<file path="src/hdl/adcr_pkg.sv">
package adcr_pkg;

    // ------------------------------------------------------------
    // register map (word index, byte address is four times it)
    // ------------------------------------------------------------
    localparam logic [5:0] IDX_RESULT_LOW = 6'h04;
    localparam logic [5:0] IDX_RESULT_HIGH = 6'h05;
    localparam logic [5:0] IDX_CONTROL_STATUS = 6'h06;
    localparam logic [5:0] IDX_INPUT_SELECT = 6'h07;

    // ------------------------------------------------------------
    // control/status and input select field positions, reset byte
    // ------------------------------------------------------------
    localparam int CS_ENABLE = 7;
    localparam int CS_START = 6;
    localparam int CS_FREE_RUN = 5;
    localparam int CS_DONE_FLAG = 4;
    localparam int CS_DONE_IE = 3;
    localparam int SEL_LEFT_JUSTIFY = 5;
    localparam logic [7:0] RESET_BYTE = 8'h00;

    // ------------------------------------------------------------
    // conversion lengths in converter clocks
    // ------------------------------------------------------------
    localparam logic [4:0] NORMAL_CYCLES = 5'h0d;
    localparam logic [4:0] EXTENDED_CYCLES = 5'h19;

    // ------------------------------------------------------------
    // input selector codes
    // ------------------------------------------------------------
    localparam logic [4:0] LAST_SINGLE_CODE = 5'h0a;
    localparam logic [4:0] BANDGAP_CODE = 5'h1e;
    localparam logic [4:0] GROUND_CODE = 5'h1f;

    typedef enum {ST_IDLE, ST_CONVERT} adcr_state_e;

    typedef struct packed {
        logic useSupply;
        logic useExternalPin;
        logic useInternalRef;
        logic internalRefWithCap;
        logic singleEnded;
        logic differential;
        logic bandgap;
        logic ground;
        logic [3:0] positiveInput;
        logic [3:0] negativeInput;
        logic gain20x;
    } adcr_route_s;

endpackage

</file>
<file path="src/hdl/adcr_control.sv">
// Functional notes
// reference code: 00 supply, 01 external pin, 10 internal, 11 internal+cap
// reference/channel writes during a conversion apply once it completes
// software should discard first result after changing the reference
// justify bit 0 right, 1 left; affects presented data immediately
// input codes: 0-10 single, 11-29 differential pairs, 30 bandgap, 31 ground
// codes 01101,10001,10110,11011 short both inputs at 20x for offset
// enable turns converter on; clearing it aborts a running conversion
// software writes start per single conversion, once for free-running
// first start after enabling runs a dummy initialisation conversion first
// start reads 1 while converting, including dummy, until real one ends
// writing 0 to start is ignored
// free-run converts continuously; clearing it ends free-running
// done flag sets on completion; cleared by vector taken or writing 1
// interrupt request while flag, enable and global enable all set
// software should avoid read-modify-write on the control register
// prescaler: 000/001 divide 2, then 4,8,16,32,64,128
// right: high=bits9:8 in 1:0; left: high=9:2, low 7:6=1:0
// software reads low result byte before the high byte
// results stored as converter delivers: unsigned magnitude 000 to 3ff
// normal conversion 13 converter clocks, first after enable 25
// start on next converter tick; free-run restarts immediately
// after low byte read, result frozen until high byte read
// prescaler counts only while enabled, restarting from zero
//
// The Wishbone interface to the registers was left to the implementer.
`timescale 1ns/1ps
`default_nettype none

module adcr_control (
    input wire logic clock,
    input wire logic reset_n,
    input wire logic wb_cyc_i,
    input wire logic wb_stb_i,
    input wire logic wb_we_i,
    input wire logic [7:0] wb_adr_i,
    input wire logic [3:0] wb_sel_i,
    input wire logic [31:0] wb_dat_i,
    output logic [31:0] wb_dat_o,
    output logic wb_ack_o,
    input wire logic [9:0] conversionResult,
    input wire logic globalIntEnable,
    input wire logic vectorTaken,
    output logic converterOn,
    output logic converterTick,
    output logic converting,
    output logic conversionDone,
    output adcr_pkg::adcr_route_s analogRoute,
    output logic doneIrq
);

    // ------------------------------------------------------------
    // state
    // ------------------------------------------------------------
    adcr_pkg::adcr_state_e stateQ, stateD;
    logic enableQ, enableD, freeRunQ, freeRunD, doneIeQ, doneIeD;
    logic flagQ, flagD, pendQ, pendD, extendQ, extendD;
    logic lockQ, lockD, ackQ, ackD, doneQ, doneD;
    logic [2:0] divSelQ, divSelD;
    logic [7:0] selectQ, selectD;
    logic [6:0] activeQ, activeD;
    logic [6:0] prescQ, prescD;
    logic [4:0] cntQ, cntD;
    logic [9:0] resultQ, resultD;
    logic [7:0] readQ, readD;
    adcr_pkg::adcr_route_s routeQ, routeD;

    logic access, writeEn, readEn, tick, finish, lowReq;
    logic [6:0] divLast;
    logic [4:0] convLen;
    logic [7:0] wByte, lowByte, highByte, csByte;

    // ------------------------------------------------------------
    // bus decode
    // ------------------------------------------------------------
    // one wait state: ack is registered, so side effects land on
    // the same edge at which the master samples ack
    assign access = wb_cyc_i && wb_stb_i && ackQ;
    assign writeEn = access && wb_we_i && wb_sel_i[0];
    assign readEn = access && !wb_we_i;
    assign wByte = wb_dat_i[7:0];

    function automatic logic hit(input logic [7:0] adr,
                                 input logic [5:0] idx);
        hit = (adr == {idx, 2'b00});
    endfunction

    // low byte is captured at the request edge, so the pair freezes there:
    // a completion on that very edge must not slip in under the read
    assign lowReq = wb_cyc_i && wb_stb_i && !ackQ && !wb_we_i
                    && hit(wb_adr_i, adcr_pkg::IDX_RESULT_LOW);

    // ------------------------------------------------------------
    // prescaler
    // ------------------------------------------------------------
    always_comb begin
        if (divSelQ <= 3'h1) begin
            divLast = 7'h01;
        end else begin
            divLast = 7'((8'h01 << divSelQ) - 8'h01);
        end
    end

    assign tick = enableQ && (prescQ == divLast);
    assign convLen = extendQ ? adcr_pkg::EXTENDED_CYCLES
                             : adcr_pkg::NORMAL_CYCLES;
    assign finish = (stateQ == adcr_pkg::ST_CONVERT) && tick
                    && (cntQ == 5'(convLen - 5'h01));

    always_comb begin
        if (!enableQ || tick) begin
            prescD = 7'h00;
        end else begin
            prescD = 7'(prescQ + 7'h01);
        end
    end

    // ------------------------------------------------------------
    // result presentation
    // ------------------------------------------------------------
    always_comb begin
        if (selectQ[adcr_pkg::SEL_LEFT_JUSTIFY]) begin
            highByte = resultQ[9:2];
            lowByte = {resultQ[1:0], 6'h00};
        end else begin
            highByte = {6'h00, resultQ[9:8]};
            lowByte = resultQ[7:0];
        end
        // start reads high through pending, dummy and real conversion
        csByte = {enableQ, pendQ || (stateQ == adcr_pkg::ST_CONVERT),
                  freeRunQ, flagQ, doneIeQ, divSelQ};
    end

    // ------------------------------------------------------------
    // selector decode
    // ------------------------------------------------------------
    always_comb begin
        logic [4:0] code;
        logic [8:0] diff;
        code = activeQ[4:0];
        diff = 9'h000;
        routeD = '0;
        routeD.useSupply = (activeQ[6:5] == 2'b00);
        routeD.useExternalPin = (activeQ[6:5] == 2'b01);
        routeD.useInternalRef = activeQ[6];
        routeD.internalRefWithCap = (activeQ[6:5] == 2'b11);
        // {positive, negative, gain20x}
        case (code)
            5'h0b: diff = {4'h0, 4'h1, 1'b1};
            5'h0c: diff = {4'h0, 4'h1, 1'b0};
            5'h0d: diff = {4'h1, 4'h1, 1'b1};
            5'h0e: diff = {4'h2, 4'h1, 1'b1};
            5'h0f: diff = {4'h2, 4'h1, 1'b0};
            5'h10: diff = {4'h2, 4'h3, 1'b0};
            5'h11: diff = {4'h3, 4'h3, 1'b1};
            5'h12: diff = {4'h4, 4'h3, 1'b1};
            5'h13: diff = {4'h4, 4'h3, 1'b0};
            5'h14: diff = {4'h4, 4'h5, 1'b1};
            5'h15: diff = {4'h4, 4'h5, 1'b0};
            5'h16: diff = {4'h5, 4'h5, 1'b1};
            5'h17: diff = {4'h6, 4'h5, 1'b1};
            5'h18: diff = {4'h6, 4'h5, 1'b0};
            5'h19: diff = {4'h8, 4'h9, 1'b1};
            5'h1a: diff = {4'h8, 4'h9, 1'b0};
            5'h1b: diff = {4'h9, 4'h9, 1'b1};
            5'h1c: diff = {4'ha, 4'h9, 1'b1};
            5'h1d: diff = {4'ha, 4'h9, 1'b0};
            default: diff = 9'h000;
        endcase
        if (code <= adcr_pkg::LAST_SINGLE_CODE) begin
            routeD.singleEnded = 1'b1;
            routeD.positiveInput = code[3:0];
        end else if (code == adcr_pkg::BANDGAP_CODE) begin
            routeD.bandgap = 1'b1;
        end else if (code == adcr_pkg::GROUND_CODE) begin
            routeD.ground = 1'b1;
        end else begin
            routeD.differential = 1'b1;
            routeD.positiveInput = diff[8:5];
            routeD.negativeInput = diff[4:1];
            routeD.gain20x = diff[0];
        end
    end

    // ------------------------------------------------------------
    // registers, conversion sequencing and bus side effects
    // ------------------------------------------------------------
    always_comb begin
        stateD = stateQ;
        enableD = enableQ;
        freeRunD = freeRunQ;
        doneIeD = doneIeQ;
        divSelD = divSelQ;
        flagD = flagQ;
        pendD = pendQ;
        extendD = extendQ;
        lockD = lockQ;
        selectD = selectQ;
        activeD = activeQ;
        cntD = cntQ;
        resultD = resultQ;
        doneD = 1'b0;
        ackD = wb_cyc_i && wb_stb_i && !ackQ;
        readD = readQ;

        // selection tracks the register while idle, locked once running
        if (stateQ == adcr_pkg::ST_IDLE) begin
            activeD = {selectQ[7:6], selectQ[4:0]};
        end

        if (stateQ == adcr_pkg::ST_IDLE) begin
            if (pendQ && tick) begin
                stateD = adcr_pkg::ST_CONVERT;
                pendD = 1'b0;
                cntD = 5'h00;
            end
        end else if (tick) begin
            cntD = 5'(cntQ + 5'h01);
            if (finish) begin
                doneD = 1'b1;
                extendD = 1'b0;
                if (!lockQ && !lowReq) begin
                    resultD = conversionResult;
                end
                cntD = 5'h00;
                activeD = {selectQ[7:6], selectQ[4:0]};
                if (!freeRunQ) begin
                    stateD = adcr_pkg::ST_IDLE;
                end
            end
        end

        if (vectorTaken) begin
            flagD = 1'b0;
        end

        if (writeEn && hit(wb_adr_i, adcr_pkg::IDX_INPUT_SELECT)) begin
            selectD = wByte;
        end
        if (writeEn && hit(wb_adr_i, adcr_pkg::IDX_CONTROL_STATUS)) begin
            enableD = wByte[adcr_pkg::CS_ENABLE];
            freeRunD = wByte[adcr_pkg::CS_FREE_RUN];
            doneIeD = wByte[adcr_pkg::CS_DONE_IE];
            divSelD = wByte[2:0];
            if (wByte[adcr_pkg::CS_DONE_FLAG]) begin
                flagD = 1'b0;
            end
            if (!enableQ && wByte[adcr_pkg::CS_ENABLE]) begin
                extendD = 1'b1;
            end
            // a zero in the start position leaves pendD untouched
            if (wByte[adcr_pkg::CS_START] && wByte[adcr_pkg::CS_ENABLE]
                && stateQ == adcr_pkg::ST_IDLE) begin
                pendD = 1'b1;
            end
            if (!wByte[adcr_pkg::CS_ENABLE]) begin
                stateD = adcr_pkg::ST_IDLE;
                pendD = 1'b0;
                doneD = 1'b0;
                cntD = 5'h00;
                resultD = resultQ;
            end
        end

        // completion is applied last so a same-cycle clear loses
        if (doneD) begin
            flagD = 1'b1;
        end

        if (lowReq) begin
            lockD = 1'b1;
        end else if (readEn && hit(wb_adr_i, adcr_pkg::IDX_RESULT_HIGH)) begin
            lockD = 1'b0;
        end

        if (wb_cyc_i && wb_stb_i && !ackQ) begin
            if (hit(wb_adr_i, adcr_pkg::IDX_RESULT_LOW)) begin
                readD = lowByte;
            end else if (hit(wb_adr_i, adcr_pkg::IDX_RESULT_HIGH)) begin
                readD = highByte;
            end else if (hit(wb_adr_i, adcr_pkg::IDX_CONTROL_STATUS)) begin
                readD = csByte;
            end else if (hit(wb_adr_i, adcr_pkg::IDX_INPUT_SELECT)) begin
                readD = selectQ;
            end else begin
                readD = 8'h00;
            end
        end
    end

    always_ff @(posedge clock or negedge reset_n) begin
        if (!reset_n) begin
            stateQ <= adcr_pkg::ST_IDLE;
            enableQ <= 1'b0;
            freeRunQ <= 1'b0;
            doneIeQ <= 1'b0;
            divSelQ <= 3'h0;
            flagQ <= 1'b0;
            pendQ <= 1'b0;
            extendQ <= 1'b0;
            lockQ <= 1'b0;
            ackQ <= 1'b0;
            doneQ <= 1'b0;
            selectQ <= adcr_pkg::RESET_BYTE;
            activeQ <= 7'h00;
            prescQ <= 7'h00;
            cntQ <= 5'h00;
            resultQ <= 10'h000;
            readQ <= adcr_pkg::RESET_BYTE;
            routeQ <= '0;
        end else begin
            stateQ <= stateD;
            enableQ <= enableD;
            freeRunQ <= freeRunD;
            doneIeQ <= doneIeD;
            divSelQ <= divSelD;
            flagQ <= flagD;
            pendQ <= pendD;
            extendQ <= extendD;
            lockQ <= lockD;
            ackQ <= ackD;
            doneQ <= doneD;
            selectQ <= selectD;
            activeQ <= activeD;
            prescQ <= prescD;
            cntQ <= cntD;
            resultQ <= resultD;
            readQ <= readD;
            routeQ <= routeD;
        end
    end

    // ------------------------------------------------------------
    // outputs
    // ------------------------------------------------------------
    assign wb_ack_o = ackQ;
    assign wb_dat_o = {24'h000000, readQ};
    assign converterOn = enableQ;
    assign converterTick = tick;
    assign converting = (stateQ == adcr_pkg::ST_CONVERT);
    assign conversionDone = doneQ;
    assign analogRoute = routeQ;
    assign doneIrq = flagQ && doneIeQ && globalIntEnable;
endmodule

`default_nettype wire

</file>
<file path="config.mk">
export PLATFORM = sky130hd
export DESIGN_NAME = adcr_control
export DESIGN_NICKNAME = d
export VERILOG_FILES = /design/src/hdl/adcr_pkg.sv /design/src/hdl/adcr_control.sv
export SDC_FILE = /design/constraint.sdc
export NUM_CORES = 1
export LEC_CHECK = 0
export BUFFER_PORTS_ARGS = -buffer_cell sky130_fd_sc_hd__buf_2
export CORE_MARGIN = 10
export CORE_UTILIZATION = 40
export CTS_CLUSTER_DIAMETER = 200
export CTS_CLUSTER_SIZE = 8
export DETAILED_ROUTE_END_ITERATION = 8
export HOLD_SLACK_MARGIN = 0.06
export PLACE_DENSITY = 0.61
export SLEW_MARGIN = 30
export SYNTH_ARGS = -nofsm -noshare
export SYNTH_HDL_FRONTEND = slang
export SYNTH_SLANG_ARGS = --single-unit
</file>
<file path="constraint.sdc">
create_clock -name clock -period 4.05 [get_ports clock]
set_clock_uncertainty 0.05 [all_clocks]
set_input_delay 0.2025 -clock clock [delete_from_list [all_inputs] [get_ports clock]]
set_output_delay 0.2025 -clock clock [all_outputs]
set_load 0.01 [all_outputs]
</file>
==> results.sh <==
export IMPL_status="finished, final reports clean"
export IMPL_overflow=0
export IMPL_route_detailed_wl_per_inst_um=15.5
export IMPL_final_common_cell="dfrtp_1"
export IMPL_drc=0
export IMPL_dr_pass1_iters=4
export IMPL_cts_tree="yes"
export IMPL_vias_per_cell=4.99
export IMPL_synthFlopType="dfrtp_1"
export IMPL_port_buffers=64
export IMPL_synth_cells=457
export IMPL_ys_warn_count=0
export IMPL_critPathMaxFanout=11
export IMPL_final_antenna_net_count=0
export IMPL_drtIter0Drc=238
export IMPL_grt_pass1_wl_mm=18.4
export IMPL_hpwl_mm=8.01
export IMPL_ys_async_sr_fraction_pct=100
export IMPL_seqCellArea_um2=2650
export IMPL_finalHoldViolCount=0
export IMPL_die_area_um2=17400
export IMPL_gr_usage_all_layers_pct=12.9
export IMPL_coreArea_um2=12100
export IMPL_grt_pass1_vias=3566
export IMPL_cts_hold_buf=17
export IMPL_cp_start_kind="flop"
export IMPL_hp_class="input port to flop"
export IMPL_whs_ns=0.0859
export IMPL_vdd_drop_max_mv=0.283
export IMPL_vias=3521
export IMPL_reg2reg_from="divSelQ[1]$_DFFE_PN0P_"
export IMPL_period_minus_slack_ns=2.74
export IMPL_antenna_found_initial=0
export IMPL_clkLatencyLatePin_ns=0.36
export IMPL_crit_required_ns=4.24
export IMPL_io_pins=116
export IMPL_die_h_um=132
export IMPL_drive_gt1_share_pct=21.6
export IMPL_globalplace_congestion=0.805
export IMPL_worstHoldStart="wb_dat_i[6]"
export IMPL_finalCritPeriodShare_pct=67.6
export IMPL_drt_total_wl_mm=10.9
export IMPL_utilization_pct=48.5
export IMPL_yosysUniqueCellTypes=56
export IMPL_cts_resized=0
export IMPL_clkSinkCount=106
export IMPL_end_kind="flop"
export IMPL_htree_num_levels=3
export IMPL_dp_slack_ns=1.33
export IMPL_slew_headroom_pct=46.4
export IMPL_start_util_pct=41.3
export IMPL_worstSetupPathType="flop to flop"
export IMPL_clockRootBuffer="clkbuf_16"
export IMPL_finalMaxSlewViolations=0
export IMPL_syn_to_final_growth_pct=17.2
export IMPL_seq_area_frac_synth_pct=53.0
export IMPL_die_x_um=132
export IMPL_multi_input_area_um2=2120
export IMPL_leakage_nw=2.83
export IMPL_row_count=40
export IMPL_powerDensity_nw_per_um2=378
export IMPL_synth_seq_cells=106
export IMPL_setup_violations_final=0
export IMPL_clk_transition_reported_paths_ns=0.07
export IMPL_fill_cells=1132
export IMPL_grt_max_degree=81
export IMPL_rsz0062_at_grt="false"
export IMPL_cts_max_path_buffers=2
export IMPL_cp_arrival_ns=2.93
export IMPL_final_net_count=603
export IMPL_maxCapViolations=0
export IMPL_crit_start="divSelQ[1]$_DFFE_PN0P_"
export IMPL_synth_edf_count=0
export IMPL_fin_setup_tns_ns=0
export IMPL_netlist_area_um2=5010
export IMPL_syn_avg_cell_area_um2=11.0
export IMPL_tightest_slew_ns=0.804
export IMPL_antenna_cells=0
export IMPL_cts_buffers_inserted=9
export IMPL_post_cts_repair_setup_buffers=0
export IMPL_final_cell_mix="dfrtp_1 (106), buf_2 (63), and2_1 (35)"
export IMPL_fmax_mhz=365
export IMPL_fin_ws_ns=1.31
==> registers in the layout (all words and copies together), names as in the netlist, 3 cells and up <==
| register | flops |
|---|---|
| prescQ | 7 |
| stateQ | 32 |
| cntQ | 5 |
| divSelQ | 3 |
| analogRoute | 17 |
| resultQ | 10 |
| selectQ | 8 |
| readQ | 8 |
| activeQ | 7 |
==> cell families (layout without fill, tap and decap cells) <==
| group | Yosys count | in the layout | synth area share [%] |
|---|---|---|---|
| compound gates | 75 | 75 | 10.5 |
| simple gates | 163 | 163 | 17.7 |
| buf+inv | 57 | 115 | 6.42 |
| flops | 106 | 106 | 53.0 |
| fa+ha+maj | 9 | 9 | 2.25 |
| mux | 40 | 40 | 9.00 |
| xor+xnor | 6 | 6 | 1.05 |
| other cells | 1 | 24 | 0.0749 |
==> power by group <==
part	switching [mW]	internal [mW]
clock network	0.396	0.506
registers	0.0203	1.08
logic	0.140	0.0780
==> layer usage <==
metal	track usage [%]	vias to the layer above	share of wire (%)
met1	16.2	1708	46
met3	4.95	8	6.5
met5	0	-	0
li1	-	1717	-
met2	19.8	88	46
met4	4.08	0	1.1
==> cell usage after synthesis (all sizes together), types with 10 or more instances <==
master | instances | area share [%]
nor2 | 29 | 2.2
nand3 | 11 | 1.1
dfrtp | 106 | 53
o21ai | 20 | 2.0
clkbuf | 10 | 0.75
and2 | 35 | 4.4
and3 | 10 | 1.2
buf | 31 | 4.5
a21oi | 14 | 1.4
nand2 | 32 | 2.4
inv | 16 | 1.2
mux2 | 30 | 6.7
==> final timing paths <==
path                                              to  slack (ns)  cells past startpoint
min in group asynchronous       readQ[3]$_DFFE_PN0P_        0.40                      2
min reg2reg                analogRoute[14]$_DFF_PN0_        0.41                      0
max in group asynchronous            flagQ$_DFF_PN0_        2.73                      3
max                           resultQ[1]$_DFFE_PN0P_        1.31                      6
min                           selectQ[6]$_DFFE_PN0P_        0.09                      2
max reg2reg                   resultQ[1]$_DFFE_PN0P_        1.31                      6
==> stage by stage <==
stage          area (um2)  instances  total power, mW
5_1_grt              5870        706             2.32
6_report             5870        706             2.22
4_1_cts              5860        706             2.25
2_1_floorplan        5090        480             1.26
3_3_place_gp         5380        673             1.32
3_5_place_dp         5380        673             1.32
==> final cells by class <==
type / count / share of cell area, %
Clock buffer: 11 / 4.14
Multi-Input combinational cell: 317 / 36.2
Inverter: 16 / 1.02
Clock inverter: 5 / 1.15
Sequential cell: 106 / 45.2
Timing Repair Buffer: 83 / 8.72
Tap cell: 168 / 3.58
==> critical path, stage by stage, from the launching register on <==
cell and delay (ns):
dfrtp_1 0.50, a2111oi_0 0.42, o32a_1 0.51, nand3_1 0.21, nor4b_2 0.33, buf_4 0.25
mux2_2 0.35
No activity file was read; power rests on OpenSTA's default activity.
